File: config.mk
export PLATFORM = sky130hd
export DESIGN_NAME = aar_alarm
export DESIGN_NICKNAME = d
export VERILOG_FILES = /design/src/verilog/aar_alarm.v /design/src/verilog/aar_fifo.v
export VERILOG_INCLUDE_DIRS = /design/src /design/src/verilog
export SDC_FILE = /design/constraint.sdc
export NUM_CORES = 1
export LEC_CHECK = 0
export ABC_AREA = 1
export ABC_CLOCK_PERIOD_IN_PS = 12400
export BUFFER_PORTS_ARGS = -buffer_cell sky130_fd_sc_hd__buf_2
export CAP_MARGIN = 20
export CORE_ASPECT_RATIO = 0.7
export CORE_MARGIN = 10
export CORE_UTILIZATION = 35
export DETAILED_ROUTE_END_ITERATION = 10
export PLACE_DENSITY_LB_ADDON = 0.15
export SYNTH_ARGS = -nofsm -noshare
export SYNTH_HDL_FRONTEND = slang
export SYNTH_SLANG_ARGS = --single-unit
File: constraint.sdc
create_clock -name mclk -period 12.4 [get_ports mclk]
set_input_delay 1.86 -clock mclk [delete_from_list [all_inputs] [get_ports mclk]]
set_output_delay 1.86 -clock mclk [all_outputs]
set_load 0.1 [all_outputs]
File: src/verilog/aar_map.vh
// Constants for the alarm and result coding block
`ifndef AAR_MAP_VH
`define AAR_MAP_VH
`define AAR_RES_W 16
`define AAR_FRAME_W 32
`define AAR_FRAME_BITS 6'h20
`define AAR_CNT_W 6
`define AAR_PIN_ALARM 2'h1
`define AAR_FLAGS_W 8
`define AAR_FIFO_DEPTH 4
`define AAR_CONV_NS 1000
`define AAR_CLK_NS 50
`define AAR_CONV_CYC ((`AAR_CONV_NS + `AAR_CLK_NS - 1) / `AAR_CLK_NS)
`define AAR_ZERO16 16'h0000
`define AAR_ONE17 17'h00001
`define AAR_CMD_RD_FLAGS 8'hA5
`endif

File: src/verilog/aar_alarm.v
// Alarm comparison, flags and serial frame logic of the converter
`include "aar_map.vh"
module aar_alarm #(
    parameter CONV_CYC = `AAR_CONV_CYC
) (
    mclk,
    rst,
    conv_result,
    conv_result_valid,
    conv_result_ready,
    high_threshold,
    low_threshold,
    hysteresis,
    multifunction_pin_select,
    input_alarm_disable,
    supply_alarm_disable,
    internal_ref_disable_in,
    internal_ref_disable_we,
    append_flags,
    supply_over_trip,
    supply_under_trip,
    convert_start_chip_select,
    sclk,
    sdi,
    primary_serial_output,
    primary_serial_output_oe,
    shared_alarm_output_pin,
    internal_ref_disable,
    converting,
    conv_start,
    alarm_flags,
    frame_rx_word,
    frame_rx_valid,
    result_code
);
    input wire mclk;
    input wire rst;
    input wire [`AAR_RES_W-1:0] conv_result;
    input wire conv_result_valid;
    output wire conv_result_ready;
    input wire [`AAR_RES_W-1:0] high_threshold;
    input wire [`AAR_RES_W-1:0] low_threshold;
    input wire [`AAR_RES_W-1:0] hysteresis;
    input wire [1:0] multifunction_pin_select;
    input wire input_alarm_disable;
    input wire supply_alarm_disable;
    input wire internal_ref_disable_in;
    input wire internal_ref_disable_we;
    input wire append_flags;
    input wire supply_over_trip;
    input wire supply_under_trip;
    input wire convert_start_chip_select;
    input wire sclk;
    input wire sdi;
    output reg primary_serial_output;
    output reg primary_serial_output_oe;
    output reg shared_alarm_output_pin;
    output reg internal_ref_disable;
    output reg converting;
    output reg conv_start;
    output reg [`AAR_FLAGS_W-1:0] alarm_flags;
    output reg [`AAR_FRAME_W-1:0] frame_rx_word;
    output reg frame_rx_valid;
    output reg [`AAR_RES_W-1:0] result_code;

    // Pin synchronisers, edge delays and block state registers
    reg [1:0] cs_s_r;
    reg [1:0] sck_s_r;
    reg [1:0] sdi_s_r;
    reg cs_d_r;
    reg sck_d_r;
    reg si_r;
    reg [1:0] ovr_s_r;
    reg [1:0] und_s_r;
    reg [3:0] act_r;
    reg [3:0] trip_r;
    reg [`AAR_CNT_W+4:0] conv_cnt_r;
    reg [`AAR_FRAME_W-1:0] sh_r;
    reg [`AAR_CNT_W-1:0] bit_cnt_r;
    reg rd_flags_r;

    wire cs_q;
    wire sck_q;
    wire cs_rise;
    wire cs_fall;
    wire sck_rise;
    wire sck_fall;
    wire conv_done;
    wire [`AAR_RES_W-1:0] fifo_data;
    wire fifo_valid;
    wire [`AAR_RES_W:0] hi_lim;
    wire [`AAR_RES_W:0] lo_lim;
    wire in_hi_set;
    wire in_hi_clr;
    wire in_lo_set;
    wire in_lo_clr;
    wire [3:0] en_mask;
    reg [3:0] cond;
    reg [`AAR_FRAME_W-1:0] load_word;

    assign cs_q = cs_s_r[1];
    assign sck_q = sck_s_r[1];
    assign cs_rise = cs_q && !cs_d_r;
    assign cs_fall = !cs_q && cs_d_r;
    assign sck_rise = sck_q && !sck_d_r;
    assign sck_fall = !sck_q && sck_d_r;
    assign en_mask = {{2{~supply_alarm_disable}}, {2{~input_alarm_disable}}};
    assign conv_done = converting && (conv_cnt_r == {(`AAR_CNT_W+5){1'b0}}) && fifo_valid;

    aar_fifo #(
        .WIDTH(`AAR_RES_W),
        .DEPTH(`AAR_FIFO_DEPTH),
        .AW(2)
    ) u_fifo (
        .mclk(mclk),
        .rst(rst),
        .in_data(conv_result),
        .in_valid(conv_result_valid),
        .in_ready(conv_result_ready),
        .out_data(fifo_data),
        .out_valid(fifo_valid),
        .out_ready(conv_done)
    );

    // Unsigned compare with widened limits; hysteresis shared by both
    assign hi_lim = {1'b0, high_threshold} - {1'b0, hysteresis} - `AAR_ONE17;
    assign lo_lim = {1'b0, low_threshold} + {1'b0, hysteresis} + `AAR_ONE17;
    assign in_hi_set = fifo_data > high_threshold;
    assign in_hi_clr = !hi_lim[`AAR_RES_W] && ({1'b0, fifo_data} <= hi_lim);
    assign in_lo_set = fifo_data < low_threshold;
    assign in_lo_clr = lo_lim[`AAR_RES_W] ? 1'b0 : ({1'b0, fifo_data} >= lo_lim);

    // Conditions at conversion end: bit0 in high, bit1 in low, bit2 supply high, bit3 low
    always @* begin
        cond[0] = !input_alarm_disable && (in_hi_set || (act_r[0] && !in_hi_clr));
        cond[1] = !input_alarm_disable && (in_lo_set || (act_r[1] && !in_lo_clr));
        cond[2] = !supply_alarm_disable && ovr_s_r[1];
        cond[3] = !supply_alarm_disable && und_s_r[1];
    end

    always @* begin
        if (append_flags) begin
            load_word = {result_code, act_r, trip_r, `AAR_FLAGS_W'h00};
        end else begin
            load_word = {result_code, `AAR_ZERO16};
        end
        if (rd_flags_r) begin
            load_word = {`AAR_ZERO16, act_r, trip_r, `AAR_FLAGS_W'h00};
        end
    end

    always @(posedge mclk or posedge rst) begin
        if (rst) begin
            cs_s_r <= 2'h3;
            sck_s_r <= 2'h0;
            sdi_s_r <= 2'h0;
            cs_d_r <= 1'b1;
            sck_d_r <= 1'b0;
            si_r <= 1'b0;
            ovr_s_r <= 2'h0;
            und_s_r <= 2'h0;
        end else begin
            cs_s_r <= {cs_s_r[0], convert_start_chip_select};
            sck_s_r <= {sck_s_r[0], sclk};
            sdi_s_r <= {sdi_s_r[0], sdi};
            cs_d_r <= cs_s_r[1];
            sck_d_r <= sck_s_r[1];
            si_r <= sdi_s_r[1];
            ovr_s_r <= {ovr_s_r[0], supply_over_trip};
            und_s_r <= {und_s_r[0], supply_under_trip};
        end
    end

    // Conversion sequencing and flags
    always @(posedge mclk or posedge rst) begin
        if (rst) begin
            converting <= 1'b0;
            conv_start <= 1'b0;
            conv_cnt_r <= {(`AAR_CNT_W+5){1'b0}};
            act_r <= 4'h0;
            trip_r <= 4'h0;
            alarm_flags <= `AAR_FLAGS_W'h00;
            result_code <= `AAR_ZERO16;
            shared_alarm_output_pin <= 1'b0;
            internal_ref_disable <= 1'b0;
        end else begin
            conv_start <= 1'b0;
            if (internal_ref_disable_we) begin
                internal_ref_disable <= internal_ref_disable_in;
            end
            if (cs_rise && !converting) begin
                converting <= 1'b1;
                conv_start <= 1'b1;
                conv_cnt_r <= CONV_CYC[`AAR_CNT_W+4:0] - 1'b1;
            end else if (converting && conv_cnt_r != {(`AAR_CNT_W+5){1'b0}}) begin
                conv_cnt_r <= conv_cnt_r - 1'b1;
            end
            if (conv_done) begin
                converting <= 1'b0;
                result_code <= fifo_data;
                act_r <= cond;
            end
            // Read clears tripped bits; a new trip wins
            trip_r <= (trip_r & ~{4{cs_rise && rd_flags_r}})
                | ({4{conv_done}} & cond);
            alarm_flags <= {act_r, trip_r};
            shared_alarm_output_pin <= (multifunction_pin_select == `AAR_PIN_ALARM)
                && ((act_r & en_mask) != 4'h0);
        end
    end

    // 32-bit frame: out on sclk rise, in on sclk fall
    always @(posedge mclk or posedge rst) begin
        if (rst) begin
            sh_r <= {`AAR_FRAME_W{1'b0}};
            bit_cnt_r <= {`AAR_CNT_W{1'b0}};
            primary_serial_output <= 1'b0;
            primary_serial_output_oe <= 1'b0;
            frame_rx_word <= {`AAR_FRAME_W{1'b0}};
            frame_rx_valid <= 1'b0;
            rd_flags_r <= 1'b0;
        end else begin
            frame_rx_valid <= 1'b0;
            if (cs_fall) begin
                sh_r <= load_word;
                bit_cnt_r <= {`AAR_CNT_W{1'b0}};
                primary_serial_output_oe <= 1'b1;
                primary_serial_output <= load_word[`AAR_FRAME_W-1];
            end else if (!cs_q) begin
                if (sck_rise) begin
                    primary_serial_output <= sh_r[`AAR_FRAME_W-1];
                end
                if (sck_fall) begin
                    sh_r <= {sh_r[`AAR_FRAME_W-2:0], si_r};
                    bit_cnt_r <= bit_cnt_r + 1'b1;
                end
            end
            if (cs_rise) begin
                primary_serial_output_oe <= 1'b0;
                if (bit_cnt_r == `AAR_FRAME_BITS) begin
                    frame_rx_word <= sh_r;
                    frame_rx_valid <= 1'b1;
                    rd_flags_r <= (sh_r[`AAR_FRAME_W-1:`AAR_FRAME_W-8] == `AAR_CMD_RD_FLAGS);
                end else begin
                    rd_flags_r <= 1'b0;
                end
            end
        end
    end
endmodule

File: src/verilog/aar_fifo.v
// Small valid/ready FIFO for conversion results
module aar_fifo #(
    parameter WIDTH = 16,
    parameter DEPTH = 4,
    parameter AW = 2
) (
    mclk,
    rst,
    in_data,
    in_valid,
    in_ready,
    out_data,
    out_valid,
    out_ready
);
    input wire mclk;
    input wire rst;
    input wire [WIDTH-1:0] in_data;
    input wire in_valid;
    output wire in_ready;
    output wire [WIDTH-1:0] out_data;
    output wire out_valid;
    input wire out_ready;

    reg [WIDTH-1:0] mem [0:DEPTH-1];
    reg [AW-1:0] wp_r;
    reg [AW-1:0] rp_r;
    reg [AW:0] cnt_r;
    reg [AW:0] cnt_nxt;
    reg in_ready_r;
    wire push;
    wire pop;

    assign in_ready = in_ready_r;
    assign out_valid = (cnt_r != {(AW+1){1'b0}});
    assign out_data = mem[rp_r];
    assign push = in_valid && in_ready;
    assign pop = out_valid && out_ready;

    always @(posedge mclk) begin
        if (push) begin
            mem[wp_r] <= in_data;
        end
    end

    always @* begin
        cnt_nxt = cnt_r;
        if (push && !pop) begin
            cnt_nxt = cnt_r + 1'b1;
        end else if (pop && !push) begin
            cnt_nxt = cnt_r - 1'b1;
        end
    end

    always @(posedge mclk or posedge rst) begin
        if (rst) begin
            wp_r <= {AW{1'b0}};
            rp_r <= {AW{1'b0}};
            cnt_r <= {(AW+1){1'b0}};
            in_ready_r <= 1'b1;
        end else begin
            // Ready registered from the next count
            cnt_r <= cnt_nxt;
            in_ready_r <= (cnt_nxt != DEPTH[AW:0]);
            if (push) begin
                wp_r <= (wp_r == DEPTH[AW-1:0] - 1'b1) ? {AW{1'b0}} : wp_r + 1'b1;
            end
            if (pop) begin
                rp_r <= (rp_r == DEPTH[AW-1:0] - 1'b1) ? {AW{1'b0}} : rp_r + 1'b1;
            end
        end
    end
endmodule

### Word level (Yosys, flattened, before mapping)

Memories as Yosys holds them, arrays and structs flattened.
Index checks and enable logic that the tools add are counted.

| storage, ports and cells | value |
|---|---|
| register bits | 142 |
| RAM bits | 64 |
| output and inout port bits | 64 |
| word-level logic and storage cells | 132 |
| memories | 1 |

| operators by class | value |
|---|---|
| $add $sub $neg | 10 |
| magnitude comparators | 4 |
| eq/ne operators | 7 |
| multiplexer cells | 28 |
| bitwise logic cells | 7 |
| reduce and logical (&&, ||, !) cells | 47 |

Memory list:

| name | words | bits a word | read ports | clocked after memory_dff | wr ports | line | source |
|---|---|---|---|---|---|---|---|
| u_fifo.mem | 4 | 16 | 1 | 0 | 1 | aar_fifo.v:25 | `reg [WIDTH-1:0] mem [0:DEPTH-1];` |

Operators with widths:

| cell | number |
|---|---|
| $mux 32 | 4 |
| $mux 11 | 2 |
| $logic_and 1x1->1 | 21 |
| $mux 6 | 3 |
| $add 16x16->17 | 1 |
| $add 17x1->17 const B | 1 |
| $ge 16x17->1 | 1 |
| $le 16x17->1 | 1 |
| $sub 16x16->17 | 1 |
| $sub 17x1->17 const B | 1 |
| $gt 16x16->1 | 1 |
| $lt 16x16->1 | 1 |
| $mux 16 | 1 |
| $mux 1 | 14 |
| $and 4x4->4 | 3 |
| $logic_not 1->1 | 12 |
| $logic_not 11->1 | 1 |
| $reduce_bool 11->1 | 1 |
| $sub 11x1->11 const B | 1 |
| $reduce_bool 2->1 | 5 |
| $eq 8x8->1 const B | 1 |
| $add 6x1->6 const B | 1 |
| $eq 6x6->1 const B | 1 |
| $mux 3 | 2 |
| other kinds (15) | 22 |

### Depth between registers and ports, before layout

Gate-level depths: netlist of the first run.

| logic depth | value |
|---|---|
| depth in word-level cells | 10 |
| gate-level depth with buffers | 27 |
| mapped depth without buffers | 27 |

### By module

A second synthesis of the first run with hierarchy kept.

| second synthesis, totals | value |
|---|---|
| cells, all modules | 1210 |
| area total of the unflattened synthesis | 11148.2 um^2 |

By module, submodules not included:

| module | times used | cells an instance | area each (um^2) | sequential area each (um^2) |
|---|---|---|---|---|
| aar_alarm | 1 | 990 | 8242.9 | 3357.0 |
| aar_fifo | 1 | 220 | 2905.3 | 2123.3 |

### Least setup slack after synthesis of the first run

No wires, ideal clock.

| timing | value |
|---|---|
| path kind | input-to-reg |
| start | in hysteresis[0] |
| end | reg act_r[0] |
| arrival time | 4.450 ns |
| data required time | 12.282 ns |
| setup slack | 7.833 ns |
| stages on the path | 27 |
| buffers on the path | 0 |
| cells stage by stage | inv_1 ha_1 inv_1 fa_1 nor4_1 nor2_1 o21ai_2 nand2_1 nand2_1 xor2_1 ha_1 nand2_1 inv_1 nand2_1 nor2_1 a21oi_1 nand3_1 nand2_1 nand2_1 nand2_1 nand2_1 nand2_1 nand2_1 nand2_1 nand2_1 nand2_1 nand2_1 |

| between the ends | value |
|---|---|
| cells in the longest elaborated chain, start to end | 8 |

RTL lines:

| item | line | source |
|---|---|---|
| start, declared | aar_alarm.v:43 | `` input wire [`AAR_RES_W-1:0] hysteresis; `` |
| $sub 16x16->17 * | aar_alarm.v:126 | `` assign hi_lim = {1'b0, high_threshold} - {1'b0, hysteresis} - `AAR_ONE17; `` |
| $sub 17x1->17 (no line) * | n/a |  |
| $le 16x17->1 or $logic_not 1->1 (tied branches) | aar_alarm.v:129 | `` assign in_hi_clr = !hi_lim[`AAR_RES_W] && ({1'b0, fifo_data} <= hi_lim); `` |
| $logic_and 1x1->1 * | aar_alarm.v:129 |  |
| $logic_not 1->1 * | aar_alarm.v:135 | `cond[0] = !input_alarm_disable && (in_hi_set \|\| (act_r[0] && !in_hi_clr));` |
| $logic_and 1x1->1 * | aar_alarm.v:135 |  |
| $logic_or 1x1->1 * | aar_alarm.v:135 |  |
| $logic_and 1x1->1 * | aar_alarm.v:135 |  |
| end signal, assigned | aar_alarm.v:201 | `act_r <= cond;` |
| end, declared | aar_alarm.v:75 | `reg [3:0] act_r;` |

Every way passes the cells marked *; elsewhere a longest branch is shown, timed or not.
A chain may end at the register's enable or synchronous reset.

### Worst setup path in the final report of the first run

Same ends and word-level chain as after synthesis.

==> results of run 1 <==
-- kinds of logic after synthesis --
logic type | Yosys count | share of synthesized area, %
xor gates and xnor gates | 30 | 2.442
DFF | 206 | 49.51
adders and majority gates | 110 | 12.57
muxes | 2 | 0.2034
and+or+nand+nor | 365 | 14.00
AOI/OAI and AO/OA | 280 | 13.94
buffers and inverters | 212 | 7.336
-- final cells by class --
class                           count  area share [%]
Antenna cell                        2         0.03824
Clock buffer                       26           4.637
Clock inverter                     13           1.645
Inverter                          180           5.201
Multi-Input combinational cell    787           36.58
Sequential cell                   206           41.88
Tap cell                          420           4.016
Timing Repair Buffer              152           6.004
-- cells in the final DEF (no fill, tap or decap), types with 4 or more instances in the layout --
master / n
dfrtp_1: 138
nor2_2: 8
bufinv_16: 6
xnor2_1: 11
o21ai_1: 10
clkbuf_16: 23
nand2_1: 208
xor2_1: 18
buf_4: 10
o22ai_1: 38
nand2_2: 6
a21oi_1: 59
nand3_1: 38
inv_2: 4
nand4_1: 8
edfxtp_1: 64
buf_2: 142
ha_1: 108
o211ai_1: 4
dfstp_2: 4
o21ai_0: 137
nor3_1: 14
nor2_1: 68
a211oi_1: 5
a31oi_1: 7
inv_1: 175
-- worst max-delay path, delay by kind of cell --
| kind | cells | cell delay (ns) |
|---|---|---|
| AO/OA/AOI/OAI | 2 | 0.29 |
| AND/OR/NAND/NOR | 18 | 1.45 |
| XOR/XNOR | 1 | 0.16 |
| buffers and inverters | 4 | 0.27 |
| adder cells (fa/ha/maj) | 3 | 0.82 |
-- metrics by stage --
stage	setup WS, ns	area [µm²]
6_report	7.944	13090
5_1_grt	7.582	13080
4_1_cts	7.929	13080
3_5_place_dp	7.381	12260
3_3_place_gp	7.438	12260
2_1_floorplan	6.737	11070
-- power by group through the flow --
stage	Sequential (mW)	Clock (mW)	Combinational (mW)
detailed placement	0.918	0	1.22
CTS	0.906	0.769	1.23
global route	0.919	0.799	1.38
floorplan	1.11	0	0.658
finish	0.906	0.747	1.22
global placement	0.919	0	1.20
-- sequential cells by signal (all words and copies together), names as in the netlist, 2 cells and up --
name / cells
conv_cnt_r: 11
sh_r: 32
trip_r: 4
u_fifo.mem: 64
act_r: 4
sdi_s_r: 2
sck_s_r: 2
u_fifo.wp_r: 2
u_fifo.rp_r: 2
cs_s_r: 2
und_s_r: 2
u_fifo.cnt_r: 3
ovr_s_r: 2
alarm_flags: 8
bit_cnt_r: 6
frame_rx_word: 32
result_code: 16
-- layer usage --
metal | vias to the layer above | GRT usage [%]
met1 | 4023 | 22.81
met4 | 4 | 2.872
li1 | 4344 | -
met3 | 34 | 3.140
met2 | 182 | 23.73
met5 | - | 0
-- worst max path at each step --
stage                                      end  slack, ns  cells after the start
after global routing       trip_r[0]$_DFF_PP0_       7.58                     28
after global placement     trip_r[0]$_DFF_PP0_       7.44                     28
after CTS                 act_r[0]$_DFFE_PP0P_       7.93                     28
after floorplan           act_r[0]$_DFFE_PP0P_       6.74                      1
after detailed placement   trip_r[0]$_DFF_PP0_       7.38                     28
final                     act_r[0]$_DFFE_PP0P_       7.94                     28
==> flow_metrics.env, run 1 <==
export IMPL_timing_rr_start="u_fifo.rp_r[1]$_DFFE_PP0P_"
export IMPL_pin_count=143
export IMPL_min_path_cells=0
export IMPL_dieArea_mm2=0.03925
export IMPL_routedWlPerCell_um=17.24
export IMPL_clkSinkCount=206
export IMPL_cap_viol_max_count=0
export IMPL_multiInputGateArea_mm2=0.004787
export IMPL_setup_worst_path_start_class="input pin"
export IMPL_relSlewSlack_pct=26.90
export IMPL_crit_start="hysteresis[0]"
export IMPL_post_dp_hpwl_um=23170
export IMPL_viasPerCell=4.808
export IMPL_synth_top_area_cell="dfrtp_1"
export IMPL_overflow=0
export IMPL_utilization_pct=42.01
export IMPL_rr_endpoint="act_r[0]$_DFFE_PP0P_"
export IMPL_rsz0062_at_grt="false"
export IMPL_synth_ff_latch_count=206
export IMPL_grtUsageTotal_pct=15.69
export IMPL_max_freq_mhz=224.4
export IMPL_yosys_cell_types_count=48
export IMPL_core_mm2=0.03115
export IMPL_num_rows=54
export IMPL_syn_avg_cell_area_um2=9.186
export IMPL_grt_start_max_net_pins=94
export IMPL_root_buffer="clkbuf_16"
export IMPL_finalClockSkew_ns=0.008245
export IMPL_tightest_slew_ns=1.097
export IMPL_ctsResizeCount=0
export IMPL_switching_share_pct=42.35
export IMPL_rrSetupSlack_ns=8.75
export IMPL_post_synth_top_count_cell="nand2_1"
export IMPL_p_int_mw=1.656
export IMPL_cts_setup_buffers=0
export IMPL_fin_cells=1786
export IMPL_p_per_area_mw_per_mm2=219.5
export IMPL_nFillCells=3134
export IMPL_worstPathRequired_ns=12.80
export IMPL_pwr_share_clk_pct=26.0
export IMPL_first_pass_iters=5
export IMPL_clk_pin_slew_worst_paths_ns=0.06
export IMPL_holdPathEnd="si_r$_DFF_PP0_"
export IMPL_portBuffers=142
export IMPL_htreeDepth=1
export IMPL_drc_errors=0
export IMPL_clk_path_buf_depth=3
export IMPL_synthesis_nets=1394
export IMPL_die_w_um=232.6
export IMPL_synth_seq_area_share_pct=49.51
export IMPL_synthCells=1205
export IMPL_seq_area_mm2=0.005480
export IMPL_top_layer="met5"
export IMPL_finalCritPeriodShare_pct=35.94
export IMPL_slew_violations=0
export IMPL_critical_path_arrival_ns=4.86
export IMPL_p_sw_mw=1.216
export IMPL_min_path_type="reg -> reg"
export IMPL_wl_met1_um=15300
export IMPL_drt_antenna_violating_nets=0
export IMPL_grt_pass1_wl_um=49160
export IMPL_numCtsBuffers=22
export IMPL_gp_congestion=0.8816
export IMPL_hold_buffers=0
export IMPL_synth_commonest_cells="nand2_1 (208), inv_1 (176), dfrtp_1 (138)"
export IMPL_hp_start="sdi_s_r[1]$_DFF_PP0_"
export IMPL_power_leakage_nw=6.255
export IMPL_holdWs_ns=0.3481
export IMPL_initial_utilization_pct=35.54
export IMPL_finalSetupTns_ns=0
export IMPL_placedCellCount=1745
export IMPL_rr_worst_depth=20
export IMPL_yosysWarnings=0
export IMPL_syn2layout_area_growth_pct=18.22
export IMPL_ys_flop_type="dfrtp_1"
export IMPL_cts_tree="built"
export IMPL_finalHoldViolations=0
export IMPL_status="finished clean"
export IMPL_final_nets=1538
export IMPL_die_y_um=168.8
export IMPL_crit_slowest_cell="fa_1"
export IMPL_combPwrFrac_pct=42.5
export IMPL_setup_viol=0
export IMPL_max_stage_delay_ns=0.40
export IMPL_ys_async_sr_fraction_pct=68.93
export IMPL_vias=8587
export IMPL_netlist_area_mm2=0.01107
export IMPL_postRouteWirelength_um=30790
export IMPL_setup_worst_path_end_class="flip-flop"
export IMPL_crit_top_cell="nand2_1"
export IMPL_fin_total_pwr_mw=2.872
export IMPL_synth_top_cell_area_share_pct=31.20
export IMPL_wl_met3_um=1831
export IMPL_crit_type="in -> reg"
export IMPL_yosys_top_cells_area="dfrtp_1 (31%), edfxtp_1 (17%), ha_1 (12%)"
export IMPL_drive_above_1_share_pct=16.72
export IMPL_antenna_found_initial=4
export IMPL_drt_iter0_markers=629
export IMPL_synth_edf_count=64
export IMPL_route_met2_wl_um=13150
export IMPL_grt_pass1_vias=8670
export IMPL_min_period_ns=4.456
export IMPL_ir_drop_mv=0.1373
export IMPL_seq_power_share_pct=31.5
export IMPL_path_max_fanout=3
export IMPL_insertion_delay_ns=0.51
Power figures use the tool's default switching activity.
==> inputs of run 2 (changes only) <==
ABC_AREA = 0   (was 1)
ABC_CLOCK_PERIOD_IN_PS = 4050   (was 12400)
clock period = 4.05 ns   (was 12.4 ns; I/O delays follow)
==> run 2 against run 1 <==
Critical path depth fell by 8. First-iteration DRC count decreased by 9.7%. Wire length shrank 2.7%. Synthesized cell count is 15% lower. Via count shrank 5.8%. Sequential power rose to 3.1 times the previous value. Register-to-register slack got worse by 7.9 ns. Cell count is 9.7% lower. Count of clock-buffer cells in the layout rose by 5. Largest cell class unchanged.
==> flow_metrics.env, run 2 <==
export IMPL_post_dp_hpwl_um=22720
export IMPL_syn_avg_cell_area_um2=10.70
export IMPL_viasPerCell=5.017
export IMPL_wl_met1_um=15210
export IMPL_setup_worst_path_end_class="flip-flop"
export IMPL_crit_type="in -> reg"
export IMPL_ys_flop_type="dfrtp_1"
export IMPL_root_buffer="clkbuf_16"
export IMPL_rrSetupSlack_ns=0.81
export IMPL_setup_viol=0
export IMPL_min_period_ns=3.438
export IMPL_worstPathRequired_ns=4.44
export IMPL_dieArea_mm2=0.03899
export IMPL_synth_seq_area_share_pct=49.88
export IMPL_antenna_found_initial=1
export IMPL_drt_antenna_violating_nets=0
export IMPL_core_mm2=0.03108
export IMPL_place_ws_ns=0.1294
export IMPL_mostFrequentLayoutCell="nand2_1"
export IMPL_routedWlPerCell_um=18.56
export IMPL_first_pass_iters=5
export IMPL_synth_edf_count=64
export IMPL_final_nets=1365
export IMPL_ys_async_sr_fraction_pct=68.93
export IMPL_numCtsBuffers=23
export IMPL_grt_pass1_wl_um=47130
export IMPL_grt_start_max_net_pins=118
export IMPL_yosysWarnings=0
export IMPL_overflow=0
export IMPL_vias=8092
export IMPL_synth_commonest_cells="nand2_1 (175), dfrtp_1 (138), ha_1 (108)"
export IMPL_rsz0062_at_grt="false"
export IMPL_cap_viol_max_count=0
export IMPL_tightest_slew_ns=0.8630
export IMPL_nFillCells=3069
export IMPL_yosys_top_cells_area="dfrtp_1 (31%), edfxtp_1 (17%), ha_1 (12%)"
export IMPL_clk_pin_slew_worst_paths_ns=0.06
export IMPL_drc_errors=0
export IMPL_htreeDepth=1
export IMPL_post_synth_top_count_cell="nand2_1"
export IMPL_drive_above_1_share_pct=19.55
export IMPL_initial_utilization_pct=35.35
export IMPL_die_w_um=231.8
export IMPL_portBuffers=142
export IMPL_postRouteWirelength_um=29940
export IMPL_max_freq_mhz=290.9
export IMPL_synth_ff_latch_count=206
export IMPL_finalHoldViolations=0
export IMPL_p_per_area_mw_per_mm2=619.1
export IMPL_drt_iter0_markers=568
export IMPL_finalCritPeriodShare_pct=84.89
export IMPL_critical_path_arrival_ns=3.83
export IMPL_die_y_um=168.2
export IMPL_slew_violations=0
export IMPL_route_met2_wl_um=12720
export IMPL_grtUsageTotal_pct=15.19
export IMPL_min_path_type="in -> async"
export IMPL_cts_tree="built"
export IMPL_netlist_area_mm2=0.01099
export IMPL_pin_count=143
export IMPL_synth_top_area_cell="dfrtp_1"
export IMPL_hold_buffers=0
export IMPL_grt_pass1_vias=8340
export IMPL_ctsResizeCount=0
export IMPL_fin_cells=1613
export IMPL_num_rows=54
export IMPL_synthesis_nets=1216
export IMPL_placedCellCount=1571
export IMPL_largest_reg_flops=64
export IMPL_gp_congestion=0.8790
export IMPL_regMostFlops="u_fifo.mem"
export IMPL_relSlewSlack_pct=42.47
export IMPL_ir_drop_mv=0.4062
export IMPL_cts_setup_buffers=0
export IMPL_yosys_cell_types_count=72
export IMPL_top_layer="met4"
export IMPL_layout_common_cells="nand2_1 (175), buf_2 (142), dfrtp_1 (138)"
export IMPL_reg_top3="u_fifo.mem: 64 flops, frame_rx_word: 32 flops, sh_r: 32 flops"
export IMPL_finalClockSkew_ns=0.01969
export IMPL_setup_worst_path_start_class="input pin"
export IMPL_synth_top_cell_area_share_pct=31.43
export IMPL_clk_path_buf_depth=3
export IMPL_setup_slack_ns=0.6119
export IMPL_finalSetupTns_ns=0
export IMPL_syn2layout_area_growth_pct=18.27
export IMPL_insertion_delay_ns=0.53
export IMPL_clkSinkCount=206
export IMPL_wl_met3_um=1485
export IMPL_path_max_fanout=4
export IMPL_status="finished clean"
export IMPL_synthCells=1027
export IMPL_power_leakage_nw=6.224
## run 2: cell types whose count changed after synthesis, moves of 9 or more
| cell | previous run | this run |
|---|---|---|
| a21o_1 | 2 | 13 |
| clkbuf_1 | 26 | 16 |
| inv_1 | 176 | 72 |
| mux2_2 | 2 | 11 |
| mux2i_1 | 0 | 21 |
| mux4_2 | 0 | 16 |
| nand2_1 | 208 | 175 |
| nand2b_1 | 0 | 9 |
| nand3_1 | 38 | 29 |
| nor2_1 | 72 | 63 |
| o21ai_0 | 137 | 53 |
| o21ai_1 | 10 | 0 |
| o22ai_1 | 38 | 2 |
## run 2: cells by family (layout without fill, tap and decap cells)
family,Yosys count,in the layout,synth area share (%)
simple gates,334,334,13.64
flops,206,206,49.88
compound gates,188,188,10.74
fa+ha+maj,111,111,12.75
buf+inv,104,269,3.678
mux,53,53,6.833
xor+xnor,31,31,2.471
other cells,0,1,0
## run 2: metal layers
layer	vias up	GRT usage (%)
li1	3953	-
met2	162	22.33
met4	0	3.089
met5	-	0
met1	3935	22.67
met3	42	2.804
## run 2: where the power goes
group | internal (mW) | switching (mW) | leakage, nW | total [mW]
logic | 0.989 | 2.03 | 3.45 | 3.02
clock network | 1.33 | 0.862 | 0.390 | 2.19
registers | 2.55 | 0.287 | 2.39 | 2.84
## run 2: final cells by class
type | instances | area [µm²] | share of cell area [%]
Clock inverter | 10 | 132.6 | 1.021
Timing Repair Buffer | 154 | 813.3 | 6.259
Tap cell | 420 | 525.5 | 4.044
Inverter | 74 | 281.5 | 2.167
Clock buffer | 31 | 655.6 | 5.046
Antenna cell | 1 | 2.502 | 0.01926
Multi-Input combinational cell | 717 | 5102 | 39.27
Sequential cell | 206 | 5480 | 42.18
## run 2: per-stage QoR
stage                     instance area [µm²]  util, %  hold slack, ns  power, mW
after global routing                    12990    41.80          0.1683      8.577
after floorplan                         10990        -          0.3312      5.023
final                                   12990    41.81          0.1502      8.044
after detailed placement                12200    39.26          0.3396      5.900
after global placement                  12200    39.26          0.3343      5.863
after CTS                               12990    41.80          0.1638      8.131
## run 2: path summary, 6_finish.rpt
path / start / endpoint / cells after the start
min in group mclk: convert_start_chip_select / cs_s_r[0]$_DFF_PP1_ / 1
max in group asynchronous: rst / result_code[3]$_DFFE_PP0P_ / 3
worst min-delay path: rst / conv_start$_DFF_PP0_ / 2
worst min register to register: sdi_s_r[1]$_DFF_PP0_ / si_r$_DFF_PP0_ / 0
worst max-delay path: hysteresis[0] / trip_r[0]$_DFF_PP0_ / 20
worst max register to register: u_fifo.rp_r[0]$_DFFE_PP0P_ / trip_r[1]$_DFF_PP0_ / 10
## run 2: worst max-delay path, stage by stage
cell	delay [ns]
buf_2	0.10
inv_1	0.08
ha_1	0.20
inv_1	0.06
fa_1	0.39
nor2b_1	0.16
o31ai_1	0.10
a21oi_1	0.24
o21ai_0	0.17
a31o_2	0.30
nor4b_1	0.27
nor3_1	0.10
ha_1	0.30
nand2_1	0.05
nor2_1	0.12
a41oi_1	0.13
a21oi_1	0.13
a31oi_1	0.05
a21oi_1	0.16
o21ai_0	0.11
